--- src/rtl/timer_pwm_pkg.sv ---
// package: shared constants and types of the timer/counter/pwm unit
// assumes: one clock domain, plain-port configuration
package timer_pwm_pkg;
  typedef enum logic [5:0] {
    MODE_COMPARE = 6'h01,
    MODE_CAPTURE = 6'h02,
    MODE_QUAD = 6'h04,
    MODE_PWM = 6'h08,
    MODE_PRPWM = 6'h10,
    MODE_PWMDT = 6'h20
  } mode_e;
  localparam logic [1:0] DIR_UP = 2'h0;
  localparam logic [1:0] DIR_DOWN = 2'h1;
  localparam logic [1:0] DIR_UPDOWN = 2'h2;
  localparam logic [1:0] EDGE_RISE = 2'h0;
  localparam logic [1:0] EDGE_FALL = 2'h1;
  localparam logic [1:0] EDGE_BOTH = 2'h2;
  localparam logic [1:0] EDGE_LEVEL = 2'h3;
  localparam int PRESCALE_W = 7;
  localparam logic [2:0] PRESCALE_MAX = 3'h7;
  localparam int DEADTIME_W = 8;
  localparam int NUM_TRIG = 6;
  // trigger indices
  localparam int TRG_START = 0;
  localparam int TRG_RELOAD = 1;
  localparam int TRG_STOP = 2;
  localparam int TRG_COUNT = 3;
  localparam int TRG_CAPTURE = 4;
  localparam int TRG_KILL = 5;
  typedef struct packed {
    mode_e mode;
    logic [1:0] direction;
    logic [2:0] prescale;
    logic killLevel;
    logic [DEADTIME_W-1:0] deadTime;
    logic [NUM_TRIG*2-1:0] trigEdge;
  } config_s;
  typedef struct packed {
    logic overflow;
    logic underflow;
    logic ccMatch;
    logic tcIrq;
    logic ccIrq;
  } events_s;
endpackage : timer_pwm_pkg

--- src/rtl/trigger_detect.sv ---
// trigger_detect: edge/level detector for one event input
// assumes: input already synchronous to clk
`timescale 1ns/10ps
`default_nettype none
module trigger_detect
  import timer_pwm_pkg::*;
(
  input wire logic clk,
  input wire logic reset_n,
  input wire logic trigIn,
  input wire logic [1:0] edgeSel,
  output logic event_
);
  logic prev;
  always_ff @(posedge clk or negedge reset_n) begin
    if (!reset_n) begin
      prev <= 1'b0;
    end else begin
      prev <= trigIn;
    end
  end
  always_comb begin
    case (edgeSel)
      EDGE_RISE: event_ = trigIn & ~prev;
      EDGE_FALL: event_ = ~trigIn & prev;
      EDGE_BOTH: event_ = trigIn ^ prev;
      default: event_ = trigIn;
    endcase
  end
endmodule : trigger_detect
`default_nettype wire

--- src/rtl/timer_pwm_unit.sv ---
// timer_pwm_unit: multi-mode timer / counter / pwm with triggers
// assumes: config, buffers and triggers synchronous to clk
`timescale 1ns/10ps
`default_nettype none
module timer_pwm_unit
  import timer_pwm_pkg::*;
#(
  parameter int WIDTH = 32
) (
  input wire logic clk,
  input wire logic reset_n,
  input wire logic enable,
  input wire config_s cfg,
  input wire logic [WIDTH-1:0] periodBuf,
  input wire logic [WIDTH-1:0] compareBuf,
  input wire logic [NUM_TRIG-1:0] trigIn,
  input wire logic quadA,
  input wire logic quadB,
  output logic [WIDTH-1:0] count,
  output logic [WIDTH-1:0] captureValue,
  output logic running,
  output events_s events,
  output logic pwmOut,
  output logic pwmOutN
);
  logic [NUM_TRIG-1:0] trig;
  logic [WIDTH-1:0] period;
  logic [WIDTH-1:0] compare;
  logic [PRESCALE_W-1:0] preCnt;
  logic tick;
  logic downPhase;
  logic qaPrev;
  logic qbPrev;
  logic [WIDTH-1:0] lfsr;
  logic rawPwm;
  logic rawPrev;
  logic [DEADTIME_W-1:0] dtCnt;
  logic deadBand;
  logic isPwm;
  logic ovf;
  logic unf;
  logic match;
  logic step;
  logic stepDown;
  logic quadStep;
  logic quadDir;

  genvar gi;
  generate
    for (gi = 0; gi < NUM_TRIG; gi++) begin : g_trig
      trigger_detect u_det (
        .clk(clk),
        .reset_n(reset_n),
        .trigIn(trigIn[gi]),
        .edgeSel(cfg.trigEdge[gi*2 +: 2]),
        .event_(trig[gi])
      );
    end
  endgenerate

  assign isPwm = (cfg.mode == MODE_PWM) | (cfg.mode == MODE_PRPWM) | (cfg.mode == MODE_PWMDT);

  // prescaler: tick every 2**prescale clocks
  always_ff @(posedge clk or negedge reset_n) begin
    if (!reset_n) begin
      preCnt <= '0;
    end else if (!running) begin
      preCnt <= '0;
    end else begin
      preCnt <= preCnt + 1'b1;
    end
  end
  always_comb begin
    tick = running & ((preCnt & PRESCALE_W'((1 << cfg.prescale) - 1)) == '0);
  end

  // quadrature decode: one step per edge of either phase
  always_ff @(posedge clk or negedge reset_n) begin
    if (!reset_n) begin
      qaPrev <= 1'b0;
      qbPrev <= 1'b0;
    end else begin
      qaPrev <= quadA;
      qbPrev <= quadB;
    end
  end
  assign quadStep = (quadA ^ qaPrev) | (quadB ^ qbPrev);
  assign quadDir = quadA ^ qbPrev;

  // step enable and direction per mode
  always_comb begin
    step = 1'b0;
    stepDown = 1'b0;
    case (cfg.mode)
      MODE_QUAD: begin
        step = running & quadStep;
        stepDown = ~quadDir;
      end
      MODE_COMPARE, MODE_CAPTURE: begin
        step = tick & ((cfg.trigEdge[TRG_COUNT*2 +: 2] == EDGE_LEVEL) ? trig[TRG_COUNT] : 1'b1);
        stepDown = (cfg.direction == DIR_DOWN) | ((cfg.direction == DIR_UPDOWN) & downPhase);
      end
      default: begin
        step = tick;
        stepDown = (cfg.direction == DIR_DOWN) | ((cfg.direction == DIR_UPDOWN) & downPhase);
      end
    endcase
  end

  assign ovf = step & ~stepDown & (count == period);
  assign unf = step & stepDown & (count == '0);
  assign match = step & (count == compare) & (cfg.mode != MODE_CAPTURE);

  // run control from start/stop triggers
  always_ff @(posedge clk or negedge reset_n) begin
    if (!reset_n) begin
      running <= 1'b0;
    end else if (!enable || trig[TRG_STOP]) begin
      running <= 1'b0;
    end else if (trig[TRG_START] || trig[TRG_RELOAD]) begin
      running <= 1'b1;
    end
  end

  // counter
  always_ff @(posedge clk or negedge reset_n) begin
    if (!reset_n) begin
      count <= '0;
      downPhase <= 1'b0;
    end else if (trig[TRG_RELOAD] || (!running && trig[TRG_START])) begin
      count <= (cfg.direction == DIR_DOWN) ? periodBuf : '0;
      downPhase <= 1'b0;
    end else if (ovf) begin
      if (cfg.direction == DIR_UPDOWN) begin
        count <= count - 1'b1;
        downPhase <= 1'b1;
      end else begin
        count <= '0;
      end
    end else if (unf) begin
      if (cfg.direction == DIR_UPDOWN) begin
        count <= count + 1'b1;
        downPhase <= 1'b0;
      end else begin
        count <= period;
      end
    end else if (step) begin
      count <= stepDown ? count - 1'b1 : count + 1'b1;
    end
  end

  // active period/compare from buffers at terminal count
  always_ff @(posedge clk or negedge reset_n) begin
    if (!reset_n) begin
      period <= '0;
      compare <= '0;
    end else if (ovf || unf || !running || trig[TRG_RELOAD]) begin
      period <= periodBuf;
      compare <= compareBuf;
    end
  end

  // capture of running count
  always_ff @(posedge clk or negedge reset_n) begin
    if (!reset_n) begin
      captureValue <= '0;
    end else if (cfg.mode == MODE_CAPTURE && trig[TRG_CAPTURE]) begin
      captureValue <= count;
    end
  end

  // pseudo-random source: galois lfsr
  always_ff @(posedge clk or negedge reset_n) begin
    if (!reset_n) begin
      lfsr <= WIDTH'(1);
    end else if (tick) begin
      lfsr <= {1'b0, lfsr[WIDTH-1:1]} ^ (lfsr[0] ? {2'b11, (WIDTH-2)'(0)} | WIDTH'(1 << (WIDTH/2)) : '0);
    end
  end

  always_comb begin
    if (cfg.mode == MODE_PRPWM) begin
      rawPwm = running & (lfsr < compare);
    end else begin
      rawPwm = running & (count < compare);
    end
  end

  // dead time counter on each raw edge
  always_ff @(posedge clk or negedge reset_n) begin
    if (!reset_n) begin
      rawPrev <= 1'b0;
      dtCnt <= '0;
    end else begin
      rawPrev <= rawPwm;
      if (rawPwm != rawPrev && cfg.mode == MODE_PWMDT) begin
        dtCnt <= cfg.deadTime;
      end else if (dtCnt != '0) begin
        dtCnt <= dtCnt - 1'b1;
      end
    end
  end

  // both outputs held off from the raw edge for deadTime clocks
  always_comb begin
    if (cfg.mode == MODE_PWMDT && rawPwm != rawPrev) begin
      deadBand = (cfg.deadTime != '0);
    end else begin
      deadBand = (dtCnt > DEADTIME_W'(1));
    end
  end

  // waveform outputs, kill overrides comparison
  always_ff @(posedge clk or negedge reset_n) begin
    if (!reset_n) begin
      pwmOut <= 1'b0;
      pwmOutN <= 1'b0;
    end else if (trig[TRG_KILL]) begin
      pwmOut <= cfg.killLevel;
      pwmOutN <= cfg.killLevel;
    end else if (isPwm) begin
      pwmOut <= rawPwm & ~deadBand;
      pwmOutN <= ~rawPwm & ~deadBand;
    end else begin
      pwmOut <= rawPwm;
      pwmOutN <= 1'b0;
    end
  end

  // event outputs
  always_ff @(posedge clk or negedge reset_n) begin
    if (!reset_n) begin
      events <= '0;
    end else begin
      events.overflow <= ovf;
      events.underflow <= unf;
      events.ccMatch <= match | (cfg.mode == MODE_CAPTURE && trig[TRG_CAPTURE]);
      events.tcIrq <= ovf | unf;
      events.ccIrq <= match | (cfg.mode == MODE_CAPTURE && trig[TRG_CAPTURE]);
    end
  end
endmodule : timer_pwm_unit
`default_nettype wire

--- config.mk ---
export PLATFORM = sky130hd
export DESIGN_NAME = timer_pwm_unit
export DESIGN_NICKNAME = d
export VERILOG_FILES = /design/src/rtl/timer_pwm_pkg.sv /design/src/rtl/trigger_detect.sv /design/src/rtl/timer_pwm_unit.sv
export SDC_FILE = /design/constraint.sdc
export NUM_CORES = 1
export LEC_CHECK = 0
export ABC_AREA = 1
export BUFFER_PORTS_ARGS = -buffer_cell sky130_fd_sc_hd__buf_2
export CAP_MARGIN = 20
export CELL_PAD_IN_SITES_DETAIL_PLACEMENT = 0
export CELL_PAD_IN_SITES_GLOBAL_PLACEMENT = 1
export CORE_MARGIN = 4
export CORE_UTILIZATION = 42
export DETAILED_ROUTE_END_ITERATION = 8
export GPL_TIMING_DRIVEN = 0
export PLACE_DENSITY_LB_ADDON = 0.1
export SETUP_SLACK_MARGIN = 0.1
export SYNTH_ARGS = -nofsm -noshare
export SYNTH_HDL_FRONTEND = slang
export SYNTH_SLANG_ARGS = --single-unit
export TNS_END_PERCENT = 10
--- constraint.sdc ---
create_clock -name clk -period 2.7 [get_ports clk]
set_clock_uncertainty 0.15 [all_clocks]
set_input_delay 0.27 -clock clk [delete_from_list [all_inputs] [get_ports clk]]
set_output_delay 0.27 -clock clk [all_outputs]
set_load 0.02 [all_outputs]
==> impl_metrics.csv <==
group,metric,value,unit
timing,fin_hold_ws,31.7,ps
global_route,grt_usage,28.3,%
worst_setup_path,crit_start,"count[8]",
layout,register_area,4810,um2
timing,timing.final.crit_share,101,%
global_route,grt_pass1_vias,12997,
layout,num_antenna_cells,0,
timing,timing.final.ws_setup,-39.4,ps
global_route,grt-ovfl-total,0,
worst_setup_path,end_kind,"flip-flop",
synth,yosys.area.top_type,"dfrtp_1",
run_status,status,"finished, violations left",
floorplan,core,30000,um2
timing,maxSlewHeadroom,39.2,%
detailed_routing,antenna_left,0,
timing,hold_violations,0,
worst_setup_path,path_max_fanout,8,
worst_setup_path,critPathArrivalTime,2970,ps
clocking,cts.path.max_buffers,2,
synth,synth.distinct_cells,42,
worst_setup_path,r2r_cells,14,
floorplan,rows,63,
detailed_routing,vias,13676,
detailed_routing,drt_first_iter_violations,1142,
timing,tightestPinTransition,909,ps
global_route,grt_pass1_wl,73800,um
job,cap_violations,0,
clocking,cts_root_buf,"clkbuf_16",
clocking,cts_inserted_buffers,17,
place,placed_area,14300,um2
timing,setup_viol,25,
timing,rsz0062_at_grt,"true",
hold_path,hold_class,"in -> reg",
place,globalplace.congestion,0.966,
worst_setup_path,setup.worst_path.class,"reg -> reg",
synth,synth_area,12900,um2
synth,netlist_instances,1826,
worst_setup_path,cp-endpoint,"period[4]",
floorplan,die_x,183,um
clocking,cts_max_level,4,
worst_setup_path,cp_data_required_time,2930,ps
detailed_routing,detail_route.wl_per_cell,19.1,um
run_status,violations,"setup timing",
power_and_ir_drop,p_leak,9.11,nW
synth,synthTopCellsByArea,"dfrtp_1 (37%), nand2_1 (16%), ha_1 (7.6%)",
worst_setup_path,r2r_start,"count[8]",
power_and_ir_drop,peakVddDrop,0.452,mV
timing,fin_setup_tns,-394,ps
floorplan,num_io_pins,179,
layout,final_util,59.4,%
clocking,clk_pin_slew,70,ps
detailed_routing,wl,49700,um
floorplan,die_h,183,um
worst_setup_path,r2r_setup_slack,-40,ps
clocking,cts_tree,"yes",
detailed_routing,vias_per_cell,5.25,
detailed_routing,drt_first_pass_iters,5,
synth,synth_area_per_cell,7.07,um2
worst_setup_path,worstSetupStartpointType,"flip-flop",
place,hpwlAfterDp,35200,um
worst_setup_path,reg2reg_to,"period[4]",
floorplan,die-area,33600,um2
timing,slew_violations,0,
synth,synth_top_area_share,36.9,%
place,io_buffers,178,
layout,syn2layout_area_growth,38.0,%
floorplan,initial_core_util,43.1,%
synth,yosysWarnings,0,
synth,synth_fp_nets,2011,
detailed_routing,drc,0,
layout,postLayoutCellArea,17800,um2
global_route,antenna_found_initial,0,
clocking,clkSinkCount,191,
layout,multi_input_area,7650,um2
power_and_ir_drop,pwr_density_cell,682,nW/um2
synth,ys_ff_latch,191,
timing,min_period,2740,ps
layout,nets,2386,
place,pre_cts_ws,-767,ps
layout,num-fill-cells,2904,
global_route,grt_max_degree,115,
layout,drive_gt1_share,25.4,%
layout,final_common_cell,"nand2_1",
synth,ys_seq_area_share,37.1,%
layout,layout_common_cells,"nand2_1 (535), buf_2 (180), inv_1 (172), dfrtp_1 (166), nor2_1 (143)",
clocking,insertion_delay,460,ps
timing,max_freq,365,MHz
[worst max-delay path: stages, from the launching register on]
cell	delay (ps)
dfrtp_1	420
clkbuf_2	190
xnor2_1	240
nand4_1	210
nor3_2	190
nand3_1	120
nor2_2	170
nand2_4	90
buf_8	150
nand4_1	120
buf_6	170
buf_12	170
clkbuf_16	170
nand2_2	40
o21ai_1	60
[cells by family (layout without fill, tap and decap cells)]
family / count (synthesis) / in the layout / synth area share [%]
DFF: 191 / 191 / 37.1
buffers and inverters: 280 / 668 / 8.96
and+or+nand+nor: 913 / 913 / 29.6
AOI/OAI and AO/OA: 293 / 293 / 12.0
xor gates and xnor gates: 71 / 71 / 4.82
adders and majority gates: 78 / 78 / 7.56
[sequential cells by signal, summed over array words and instances, names as in the netlist, 4 cells and up]
name,cells
preCnt,7
period,32
compare,32
dtCnt,8
lfsr,32
g_trig.u_det.prev,5
count,32
captureValue,32
events,4
[area by class of cell]
| class | count | area share (%) |
|---|---|---|
| Tap cell | 390 | 2.74 |
| Inverter | 200 | 4.51 |
| Timing Repair Buffer | 356 | 15.3 |
| Multi-Input combinational cell | 1355 | 43.0 |
| Buffer | 80 | 4.26 |
| Clock buffer | 18 | 2.47 |
| Sequential cell | 191 | 27.0 |
| Clock inverter | 14 | 0.703 |
[cells in the mapped netlist, drive strengths merged]
master and count:
nand3b 6, nand3 70, o211ai 26, a21oi 85
a211oi 1, or3 1, o21a 2, nor3b 2
a22oi 1, buf 45, clkbuf 35, nor3 34
and2 1, ha 78, nor4 14, and3 3
o21ai 173, a21o 1, clkinv 6, o31ai 1
dfstp 1, nand2 570, nor2 171, xor2 56
xnor2 15, nand4 38, o22ai 2, inv 194
dfrtp 190, or2 3, a211o 1
[metrics by stage]
step,std cells,total power [mW]
3_3_place_gp,2394,8.36
2_1_floorplan,1826,6.91
4_1_cts,2553,11.6
3_5_place_dp,2395,8.45
6_report,2604,12.1
5_1_grt,2604,12.9
[metal layers]
| layer | GRT usage (%) | wire (um) |
|---|---|---|
| met1 | 40.0 | 22500 |
| met2 | 44.2 | 22400 |
| met5 | 0 | 0 |
| met3 | 5.04 | 3480 |
| met4 | 9.45 | 1330 |
[how the worst min path moves through the flow]
stage                 start          endpoint  slack (ps)  depth (start not counted)
floorplan           reset_n   captureValue[0]        -180                          0
global placement      quadB            qbPrev         260                          1
detailed placement  reset_n  captureValue[11]         150                          1
CTS                  cfg[0]           running          20                          4
global route         cfg[0]           running          60                          4
finish               cfg[0]           running          30                          4
[power breakdown]
group	total (mW)	switching, mW	internal, mW
clock network	2.53	1.29	1.24
logic	5.66	3.43	2.22
registers	3.96	0.517	3.44
total	12.1	5.24	6.90
[repair_timing]
item | CTS | global route
pin swaps | 23 | 78
gates resized for setup | 165 | 229
hold buffers | 83 | 0
endpoints found under the setup margin | 142 | 126
buffers inserted | 40 | 44
endpoints found under the hold margin | 162 | 0
cloned | 3 | 8
Note: power is estimated with default switching activity, not from simulation.
